`src/eth_stats_pkg.sv`:
```
// Shared constants and types for the port statistics and receive control block.
package eth_stats_pkg;

  // ****************************************
  // Data path geometry
  // ****************************************
  localparam int BEAT_BYTES = 16;
  localparam int BYTES_W = 5;
  localparam int LEN_W = 14;
  localparam logic [LEN_W-1:0] LEN_MAX = 14'h3fff;
  localparam logic [BYTES_W-1:0] BEAT_FULL = 5'h10;

  // ****************************************
  // Transmit size bins (frame length including the check sequence)
  // ****************************************
  localparam logic [LEN_W-1:0] LEN_SMALL_LT = 14'd64;
  localparam logic [LEN_W-1:0] LEN_BADFCS_GT = 14'd64;
  localparam logic [LEN_W-1:0] LEN_1523 = 14'd1523;
  localparam logic [LEN_W-1:0] LEN_1548 = 14'd1548;
  localparam logic [LEN_W-1:0] LEN_1549 = 14'd1549;
  localparam logic [LEN_W-1:0] LEN_2047 = 14'd2047;
  localparam logic [LEN_W-1:0] LEN_2048 = 14'd2048;
  localparam logic [LEN_W-1:0] LEN_4095 = 14'd4095;
  localparam logic [LEN_W-1:0] LEN_4096 = 14'd4096;
  localparam logic [LEN_W-1:0] LEN_8191 = 14'd8191;
  localparam logic [LEN_W-1:0] LEN_8192 = 14'd8192;
  localparam logic [LEN_W-1:0] LEN_9215 = 14'd9215;

  // ****************************************
  // Receive check sequence handling
  // ****************************************
  localparam logic [BYTES_W-1:0] FCS_BYTES = 5'h04;
  localparam logic [LEN_W-1:0] FCS_KEEP_MAX = 14'd8;

  // ****************************************
  // Clock compensation FIFO occupancy model
  // ****************************************
  localparam int CC_PTR_W = 5;
  localparam logic [CC_PTR_W-1:0] CC_DEPTH = 5'h10;

  // ****************************************
  // Register map (byte addresses on the Avalon-MM slave)
  // ****************************************
  localparam int ADDR_W = 4;
  localparam logic [ADDR_W-1:0] OFF_CTRL = 4'h0;
  localparam logic [ADDR_W-1:0] OFF_STATUS = 4'h4;
  localparam logic [ADDR_W-1:0] OFF_TESTERR = 4'h8;
  localparam int CTRL_RXEN_BIT = 0;
  localparam int CTRL_TEST_BIT = 1;
  localparam int CTRL_DELFCS_BIT = 2;
  localparam logic [2:0] CTRL_RESET = 3'h1;
  localparam int STAT_LFAULT_BIT = 0;
  localparam int STAT_FIFOERR_BIT = 1;
  localparam int STAT_RXACT_BIT = 2;
  localparam logic [31:0] ERRCNT_MAX = 32'hffffffff;

  typedef struct packed {
    logic bin1523to1548;
    logic bin1549to2047;
    logic bin2048to4095;
    logic bin4096to8191;
    logic bin8192to9215;
    logic undersize;
    logic oversize;
    logic badFcs;
    logic frameError;
  } txStats_t;

  typedef struct packed {
    logic valid;
    logic sop;
    logic eop;
    logic [BYTES_W-1:0] bytes;
    logic [BEAT_BYTES*8-1:0] data;
  } beat_t;

  typedef enum logic {encInit, encRun} encState_t;

endpackage

```
`src/eth_mac_tx_stats_rx_ctrl.sv`:
```
// Transmit statistics pulses, transmit status levels and receive control for one Ethernet port.
//
// Behaviour
// Pulse the 1523-1548 byte bin once per sent packet, good or bad.
// Pulse the 1549-2047 byte bin once per sent packet, good or bad.
// Pulse the 2048-4095 byte bin once per sent packet, good or bad.
// Pulse the 4096-8191 byte bin once per sent packet, good or bad.
// Pulse the 8192-9215 byte bin once per sent packet, good or bad.
// Pulse undersize once per sent packet shorter than 64 bytes.
// Pulse oversize once per sent packet longer than 9215 bytes.
// Pulse bad checksum for sent packets over 64 bytes with a bad check sequence.
// Pulse frame error for each packet the user aborted with its error marker.
// Hold local fault high as a level while the encoder stays in its initial state.
// Raise the FIFO error when the compensation FIFO underflows or overflows.
// Once the FIFO error is seen, the port must be reset to recover.
// A set test pattern control puts the receiver into test mode.
// In test mode the receiver checks for the scrambled idle pattern.
// Dropping receive enable finishes the current packet and then stops receiving.
// While receive is disabled no receive statistics and an idle user interface.
// Normal operation needs receive enable held at one.
// With checksum removal off, packets reach the user with the check sequence.
// With checksum removal on, the check sequence is stripped before delivery.
// Packets of 8 bytes or fewer keep their check sequence regardless.
// Checksum removal should only be changed while the port is held in reset.
// Each statistics output is a single cycle pulse at packet completion.
//
// Decided for this implementation: the Avalon-MM register port and the placing of the registers.
`timescale 1ns/100ps

module eth_mac_tx_stats_rx_ctrl (
  input wire logic clk,
  input wire logic rst_n,
  // Avalon-MM register slave.
  input wire logic [eth_stats_pkg::ADDR_W-1:0] address,
  input wire logic read,
  input wire logic write,
  input wire logic [31:0] writedata,
  output logic [31:0] readdata,
  output logic waitrequest,
  // Transmit packet monitor.
  input eth_stats_pkg::beat_t txBeat,
  input wire logic txErrIn,
  input wire logic txFcsBad,
  output eth_stats_pkg::txStats_t txStats,
  // Transmit status.
  input wire logic pcsAligned,
  input wire logic ccPush,
  input wire logic ccPop,
  output logic txLocalFault,
  output logic txFifoError,
  // Receive side.
  input eth_stats_pkg::beat_t rxInBeat,
  input wire logic rxBlkValid,
  input wire logic rxBlkIsIdle,
  output eth_stats_pkg::beat_t rxOutBeat,
  output logic rxPacketStat
);
  import eth_stats_pkg::*;

  // ****************************************
  // Register bus
  // ****************************************
  logic ack_reg;
  logic [2:0] ctrl_reg;
  logic [31:0] testErr_reg;
  logic rxActive_reg;
  logic busRead;
  logic busWrite;
  logic testErrHit;

  // Every access takes exactly one wait cycle, so read data always comes from a flip-flop.
  assign waitrequest = (read | write) & ~ack_reg;
  assign busWrite = write & ack_reg;
  assign busRead = read & ~ack_reg;

  always_ff @(posedge clk or negedge rst_n) begin
    if (!rst_n) begin
      ack_reg <= 1'b0;
    end else begin
      ack_reg <= (read | write) & ~ack_reg;
    end
  end

  always_ff @(posedge clk or negedge rst_n) begin
    if (!rst_n) begin
      ctrl_reg <= CTRL_RESET;
    end else if (busWrite && address == OFF_CTRL) begin
      ctrl_reg[CTRL_RXEN_BIT] <= writedata[CTRL_RXEN_BIT];
      ctrl_reg[CTRL_TEST_BIT] <= writedata[CTRL_TEST_BIT];
      ctrl_reg[CTRL_DELFCS_BIT] <= writedata[CTRL_DELFCS_BIT];
    end
  end

  // Status bits are placed by name, so a moved field cannot shift its neighbours.
  logic [31:0] statusWord;

  always_comb begin
    statusWord = 32'h0;
    statusWord[STAT_LFAULT_BIT] = txLocalFault;
    statusWord[STAT_FIFOERR_BIT] = txFifoError;
    statusWord[STAT_RXACT_BIT] = rxActive_reg;
  end

  always_ff @(posedge clk or negedge rst_n) begin
    if (!rst_n) begin
      readdata <= 32'h0;
    end else if (busRead) begin
      case (address)
        OFF_CTRL: readdata <= {29'h0, ctrl_reg};
        OFF_STATUS: readdata <= statusWord;
        OFF_TESTERR: readdata <= testErr_reg;
        default: readdata <= 32'h0;
      endcase
    end
  end

  logic rxEnable;
  logic testMode;
  logic deleteFcs;
  assign rxEnable = ctrl_reg[CTRL_RXEN_BIT];
  assign testMode = ctrl_reg[CTRL_TEST_BIT];
  assign deleteFcs = ctrl_reg[CTRL_DELFCS_BIT];

  // ****************************************
  // Transmit length and size bins
  // ****************************************
  function automatic logic [LEN_W-1:0] addLen(input logic [LEN_W-1:0] base, input logic [BYTES_W-1:0] n);
    logic [LEN_W:0] sum;
    sum = {1'b0, base} + {{(LEN_W+1-BYTES_W){1'b0}}, n};
    // Saturate so very long frames still land in the oversize bin.
    addLen = sum[LEN_W] ? LEN_MAX : sum[LEN_W-1:0];
  endfunction

  function automatic logic inRange(input logic [LEN_W-1:0] len, input logic [LEN_W-1:0] lo,
                                   input logic [LEN_W-1:0] hi);
    inRange = (len >= lo) && (len <= hi);
  endfunction

  logic [LEN_W-1:0] txLen_reg;
  logic [LEN_W-1:0] txLenNow;
  logic [BYTES_W-1:0] txBeatBytes;

  assign txBeatBytes = txBeat.eop ? txBeat.bytes : BEAT_FULL;
  assign txLenNow = addLen(txBeat.sop ? '0 : txLen_reg, txBeatBytes);

  // Bounds of the five large size bins, lowest bin first.
  localparam int BIN_COUNT = 5;
  localparam logic [LEN_W-1:0] BIN_LO [BIN_COUNT] = '{LEN_1523, LEN_1549, LEN_2048, LEN_4096, LEN_8192};
  localparam logic [LEN_W-1:0] BIN_HI [BIN_COUNT] = '{LEN_1548, LEN_2047, LEN_4095, LEN_8191, LEN_9215};
  logic [BIN_COUNT-1:0] binHit;

  for (genvar b = 0; b < BIN_COUNT; b++) begin : g_bin
    assign binHit[b] = inRange(txLenNow, BIN_LO[b], BIN_HI[b]);
  end

  always_ff @(posedge clk or negedge rst_n) begin
    if (!rst_n) begin
      txLen_reg <= '0;
    end else if (txBeat.valid) begin
      txLen_reg <= txLenNow;
    end
  end

  always_ff @(posedge clk or negedge rst_n) begin
    if (!rst_n) begin
      txStats <= '0;
    end else begin
      txStats <= '0;
      if (txBeat.valid && txBeat.eop) begin
        txStats.bin1523to1548 <= binHit[0];
        txStats.bin1549to2047 <= binHit[1];
        txStats.bin2048to4095 <= binHit[2];
        txStats.bin4096to8191 <= binHit[3];
        txStats.bin8192to9215 <= binHit[4];
        txStats.undersize <= txLenNow < LEN_SMALL_LT;
        txStats.oversize <= txLenNow > LEN_9215;
        txStats.badFcs <= txFcsBad && (txLenNow > LEN_BADFCS_GT);
        txStats.frameError <= txErrIn;
      end
    end
  end

  // ****************************************
  // Encoder state and local fault
  // ****************************************
  logic alignMeta_reg;
  logic alignSync_reg;
  // Leaving the initial state waits for the synchronised alignment, never the raw pin.
  encState_t encState_reg;

  always_ff @(posedge clk or negedge rst_n) begin
    if (!rst_n) begin
      alignMeta_reg <= 1'b0;
      alignSync_reg <= 1'b0;
    end else begin
      alignMeta_reg <= pcsAligned;
      alignSync_reg <= alignMeta_reg;
    end
  end

  always_ff @(posedge clk or negedge rst_n) begin
    if (!rst_n) begin
      encState_reg <= encInit;
    end else begin
      case (encState_reg)
        encInit: encState_reg <= alignSync_reg ? encRun : encInit;
        encRun: encState_reg <= alignSync_reg ? encRun : encInit;
        default: encState_reg <= encInit;
      endcase
    end
  end

  always_ff @(posedge clk or negedge rst_n) begin
    if (!rst_n) begin
      txLocalFault <= 1'b1;
    end else begin
      txLocalFault <= (encState_reg == encInit);
    end
  end

  // ****************************************
  // Clock compensation FIFO watch
  // ****************************************
  // The fill stops at its ends, so an error cannot wrap the count.
  logic [CC_PTR_W-1:0] ccFill_reg;
  logic ccOver;
  logic ccUnder;

  assign ccOver = ccPush && !ccPop && (ccFill_reg == CC_DEPTH);
  assign ccUnder = ccPop && !ccPush && (ccFill_reg == '0);

  always_ff @(posedge clk or negedge rst_n) begin
    if (!rst_n) begin
      ccFill_reg <= '0;
    end else if (ccPush && !ccPop && !ccOver) begin
      ccFill_reg <= ccFill_reg + 1'b1;
    end else if (ccPop && !ccPush && !ccUnder) begin
      ccFill_reg <= ccFill_reg - 1'b1;
    end
  end

  // The flag is sticky: only a port reset clears it, since data is already lost.
  always_ff @(posedge clk or negedge rst_n) begin
    if (!rst_n) begin
      txFifoError <= 1'b0;
    end else if (ccOver || ccUnder) begin
      txFifoError <= 1'b1;
    end
  end

  // ****************************************
  // Receive test pattern checker
  // ****************************************
  assign testErrHit = testMode && rxBlkValid && !rxBlkIsIdle;

  always_ff @(posedge clk or negedge rst_n) begin
    if (!rst_n) begin
      testErr_reg <= 32'h0;
    end else if (busWrite && address == OFF_TESTERR) begin
      // A mismatch in the clearing cycle is still counted.
      testErr_reg <= {31'h0, testErrHit};
    end else if (testErrHit && testErr_reg != ERRCNT_MAX) begin
      testErr_reg <= testErr_reg + 32'h1;
    end
  end

  // ****************************************
  // Receive gating and check sequence removal
  // ****************************************
  logic rxInPkt_reg;
  logic rxAccept;
  logic [LEN_W-1:0] rxLen_reg;
  logic [LEN_W-1:0] rxLenNow;
  logic [BYTES_W-1:0] rxBeatBytes;
  beat_t hold_reg;
  logic strip;
  logic stripShort;

  // Enable and test mode are sampled only at a start of packet, so a packet in flight completes.
  assign rxAccept = rxInBeat.valid && (rxInBeat.sop ? (rxEnable && !testMode) : rxInPkt_reg);
  assign rxBeatBytes = rxInBeat.eop ? rxInBeat.bytes : BEAT_FULL;
  assign rxLenNow = addLen(rxInBeat.sop ? '0 : rxLen_reg, rxBeatBytes);
  assign strip = deleteFcs && rxInBeat.eop && (rxLenNow > FCS_KEEP_MAX);
  assign stripShort = strip && (rxInBeat.bytes <= FCS_BYTES);

  always_ff @(posedge clk or negedge rst_n) begin
    if (!rst_n) begin
      rxInPkt_reg <= 1'b0;
      rxLen_reg <= '0;
    end else if (rxAccept) begin
      rxInPkt_reg <= !rxInBeat.eop;
      rxLen_reg <= rxLenNow;
    end else if (rxInBeat.valid && rxInBeat.sop) begin
      rxInPkt_reg <= 1'b0;
    end
  end

  always_ff @(posedge clk or negedge rst_n) begin
    if (!rst_n) begin
      rxActive_reg <= 1'b0;
    end else if (rxInBeat.valid && rxInBeat.sop) begin
      rxActive_reg <= rxAccept && !rxInBeat.eop;
    end else if (rxAccept && rxInBeat.eop) begin
      rxActive_reg <= 1'b0;
    end
  end

  // One beat is held back so a check sequence split across two beats can be trimmed.
  always_ff @(posedge clk or negedge rst_n) begin
    if (!rst_n) begin
      hold_reg <= '0;
    end else if (rxAccept && stripShort) begin
      hold_reg <= '0;
    end else if (rxAccept) begin
      hold_reg <= rxInBeat;
      hold_reg.valid <= 1'b1;
      if (strip) begin
        hold_reg.bytes <= rxInBeat.bytes - FCS_BYTES;
      end
    end else if (hold_reg.valid && hold_reg.eop) begin
      hold_reg <= '0;
    end
  end

  always_ff @(posedge clk or negedge rst_n) begin
    if (!rst_n) begin
      rxOutBeat <= '0;
      rxPacketStat <= 1'b0;
    end else begin
      rxOutBeat <= '0;
      rxPacketStat <= 1'b0;
      if (hold_reg.valid && (rxAccept || hold_reg.eop)) begin
        rxOutBeat <= hold_reg;
        rxPacketStat <= hold_reg.eop;
        if (rxAccept && stripShort) begin
          rxOutBeat.eop <= 1'b1;
          rxOutBeat.bytes <= BEAT_FULL - (FCS_BYTES - rxInBeat.bytes);
          rxPacketStat <= 1'b1;
        end
      end
    end
  end

endmodule // eth_mac_tx_stats_rx_ctrl

```
`config.mk`:
```
export PLATFORM = sky130hd
export DESIGN_NAME = eth_mac_tx_stats_rx_ctrl
export DESIGN_NICKNAME = d
export VERILOG_FILES = /design/src/eth_stats_pkg.sv /design/src/eth_mac_tx_stats_rx_ctrl.sv
export SDC_FILE = /design/constraint.sdc
export NUM_CORES = 1
export LEC_CHECK = 0
export ABC_AREA = 1
export BUFFER_PORTS_ARGS = -buffer_cell sky130_fd_sc_hd__buf_2
export CAP_MARGIN = 5
export CORE_MARGIN = 1.5
export CORE_UTILIZATION = 42
export DETAILED_ROUTE_END_ITERATION = 6
export PLACE_DENSITY = 0.69
export SKIP_CTS_REPAIR_TIMING = 1
export SYNTH_ARGS = -nofsm -noshare
export SYNTH_HDL_FRONTEND = slang
export SYNTH_SLANG_ARGS = --single-unit
```
`constraint.sdc`:
```
create_clock -name clk -period 4.27 [get_ports clk]
set_input_delay 0.854 -clock clk [delete_from_list [all_inputs] [get_ports clk]]
set_output_delay 0.854 -clock clk [all_outputs]
set_load 0.1 [all_outputs]
```
==> summary.md <==
The flow ran to the end, and the final reports show no timing, DRC or antenna violations. After detailed routing, the number of remaining DRC violations is 0. VDD sags by at most 405 uV. The floorplan step defined a die boundary enclosing 0.0402 mm2. By instance count, the cell type seen most on the critical path is nand2_1. The logs give 872 for the first-iteration detailed-routing DRC count and 0 for the number of warning messages in the yosys log. Final clock skew: 9.18 ps. Ranked by total cell area, the synthesized netlist is headed by dfrtp_1 59%, nand2_1 14%, inv_1 6.1%. The placed instance area is 0.0188 mm2. The number of top-level design ports came out at 500. The global-route usage over all layers is 20.7%, and the setup violation total in the final timing report is 0. The via count of the first global-routing pass was 13,400. The worst pin sits at a relative slew slack of 24.3%. The tools report the sequential fraction of the synthesis area as 59.4%. The top flip-flop cell by instance count after synthesis was dfrtp_1. Summed over all failing endpoints, the final setup total negative slack is 0 ps.

Entering global routing, the biggest net connects 116 pins. For the pin with the worst max-slew slack, the measured transition is 1140 ps. Setup repair after global routing left no endpoint under its margin. Number of clock sinks: 389.

The number of cells in the design after placement came out at 2,739. Global routing finished with a remaining overflow of 0. The synthesized netlist devotes 24.7% of its cell area to simple gates. After technology mapping, the gate count stands at 1,917.

At the end of routability-driven placement, the weighted congestion stood at 0.881. The clock root buffer master is clkbuf_16. In the final layout, the multi-input gates occupy 0.00534 mm2. The run gives 0 as the max-slew violation count. In this run the worst path has a maximum fanout of 35. Of the total synthesized cell area, the portion taken by full adders, half adders and majority gates is 1.59%. The slowest stage of the critical path is the fa_1 cell.

After synthesis, the largest family of logic cells by area is simple AND/OR/NAND/NOR gates. Based on the critical path, the design can be clocked at up to 284 MHz. The die extent in y is 201 um. The number of enable-type register cells in the synthesized netlist was 0; the portion of netlist area occupied by mux cells was 0.267%.

The layout has 3,621 filler cells. The most frequent cell after synthesis was nand2_1. Prior to clock tree synthesis, the placed netlist has a worst setup slack of 251 ps. The floorplan step set the die width to 201 um. Summing internal, switching and leakage power gives 11.5 mW.

The data arrival time of the critical path is 4010 ps. Max-cap violations in this run came to 0. STA classifies the critical path endpoint as a flop. The finished layout holds 2,827 standard cells, fillers aside. A synthesized cell averages 8.55 um2. In the synthesized netlist the async set-or-reset flop fraction comes to 100%. After Yosys synthesis, XOR and XNOR cells account for 0.855% of the synthesized area. The min-delay analysis places its worst path in the category primary input to async pin. The synthesized design contains 389 register bits.

Power spread over the standard cell area amounts to 567 mW/mm2. The tools report the detailed-route via count as 13,400. The setup path with the least slack is of type primary input to flop. The utilization of the core after routing is 52.8%.

The worst-case hold slack came out at 329 ps. The signal on the critical path passes through buf_2 > nor2_1 > ha_1 > inv_1 > fa_1 > inv_1 > nand2_1 > nand2_1 > nand3_1 > nand2_2 > nand2_1 > nand2_1 > nand3_1 > nor2_1 > nand3_1 > nor2_1 > nor2_2 > nand2_2 > nand2_2 > inv_4 > buf_12 > nand2_1 > nand2_1. In the final layout, the share of cells above drive strength 1 is 20.4%. The number of port buffers was 342; the cell area after synthesis was 0.0164 mm2. For this configuration, the core starts out at a cell density of 42.5%. The number of nets handed over by synthesis was 2,255. The run gives 67,700 um as the first-pass GRT wire length.

Of all cell types, the one taking the most synthesized area is dfrtp_1. In the final layout, flip-flops and latches occupy 0.00974 mm2. The final critical path time including I/O delays and setup is 3520 ps, and the hold violation total from the final report is 0.

The final routed wirelength across all metal layers came out at 40,900 um. The portion of the clock cycle consumed by the worst path in the final layout works out to 82.5%. For the worst setup path, the data required time is 4750 ps. The net count of the finished layout is 2,604.

The placed wire-length estimate after detailed placement was 28,000 um; the area share of the largest cell type after synthesis was 59.1%. The minimum setup slack in the final design is 747 ps. The share of the synthesized area in compound gates (AO/OA/AOI/OAI) is 5.11%. In the routed layout, each cell is associated on average with a via count of 4.75. The pre-antenna-repair detailed-routing pass consisted of 5 iterations.

In this run the number of H-tree levels came out at 2. The run gives 9 as the initial antenna violation count. The run gives 3 as the largest buffer count on any clock path. After floorplanning, the core was sized to cover 0.0386 mm2. The worst setup path is launched from a primary input.

The post-detailed-route wirelength per cell is 14.5 um, and the static leakage is 11.4 nW. TritonCTS built the clock tree. The clock transition at the register clock pins on the worst setup and hold paths after CTS was 60 ps; the number of unique standard cell types used by synthesis was 47. The run gives 43 as the number of buffers created by CTS. The origin of the worst setup path was rxInBeat[134]. Once detail routing completed, the nets flagged for antenna violations numbered 0. The layout overhead on the synthesized area works out to 24.1%. Summing all non-filler instances in the final layout gives an area of 0.0203 mm2.

The commonest cells after synthesis are 629 x nand2_1, 387 x dfrtp_1, 268 x inv_1, 240 x nor2_1, 69 x nand3_1. Clock latency on the worst-skew pair, taken at its later pin, is 560 ps. Biggest cell delay along the critical path: 390 ps.

The startpoint identified for the worst register-to-register timing path is rxLen_reg[0]. After floorplanning, the core was divided into 72 placement rows.
cell families (layout without fill, tap and decap cells):
family | Yosys count | count (layout)
buf+inv | 339 | 723
flops | 389 | 389
simple gates | 1009 | 1009
compound gates | 141 | 141
other cells | 0 | 8
fa+ha+maj | 19 | 19
mux | 4 | 4
xor+xnor | 16 | 16
critical path: cells and delay by family:
family,cells,cell delay [ps]
and+or+nand+nor,16,1680
buffers and inverters,5,830
adders and majority gates,2,590
where the power goes:
part           switching [mW]  total [mW]  leakage [nW]  internal (mW)
Clock                    1.55        3.97         0.760           2.42
Sequential              0.358        4.67          5.13           4.31
Combinational            2.24        2.90          5.51          0.663
path summary, 6_finish.rpt:
| kind | endpoint | slack [ps] | depth (start not counted) |
|---|---|---|---|
| max | hold_reg[60] | 750 | 23 |
| min | rxOutBeat[100] | 330 | 1 |
| max reg2reg | hold_reg[60] | 870 | 23 |
| min reg2reg | encState_reg | 350 | 0 |
| max in group asynchronous | rxLen_reg[6] | 2830 | 3 |
| min in group clk | encState_reg | 350 | 0 |
metal layers:
layer	wire length (um)	up-vias	track usage (%)
met3	2750	81	5.15
met2	19400	395	33.8
li1	-	6578	-
met4	1420	4	9.05
met5	29	-	0
met1	17300	6364	26.3
layout by cell type (no fill, tap or decap), types with 5 or more instances in the layout:
cell type | synthesis | final
nand2_1 | 629 | 629
dfrtp_1 | 387 | 387
buf_2 | 5 | 341
inv_1 | 268 | 268
nor2_1 | 240 | 240
nand3_1 | 69 | 69
o21ai_0 | 55 | 55
clkbuf_16 | 0 | 44
a21oi_1 | 34 | 34
nor3_1 | 30 | 30
o31ai_1 | 27 | 27
buf_4 | 11 | 17
nand4_1 | 16 | 16
ha_1 | 16 | 16
xor2_1 | 11 | 11
clkinv_2 | 0 | 10
buf_12 | 0 | 9
diode_2 | 0 | 8
bufinv_16 | 0 | 7
nand2_2 | 6 | 6
nor4_1 | 5 | 5
xnor2_1 | 5 | 5
a31oi_1 | 5 | 5
clkbuf_1 | 46 | 5
clkbuf_8 | 0 | 5
area by class of cell:
class | instances | area share [%]
Antenna cell | 8 | 0.0984
Clock buffer | 54 | 5.84
Clock inverter | 26 | 1.70
Inverter | 275 | 5.10
Multi-Input combinational cell | 1189 | 26.2
Sequential cell | 389 | 47.9
Tap cell | 518 | 3.19
Timing Repair Buffer | 368 | 9.98
(Power assumes the default switching activity.)
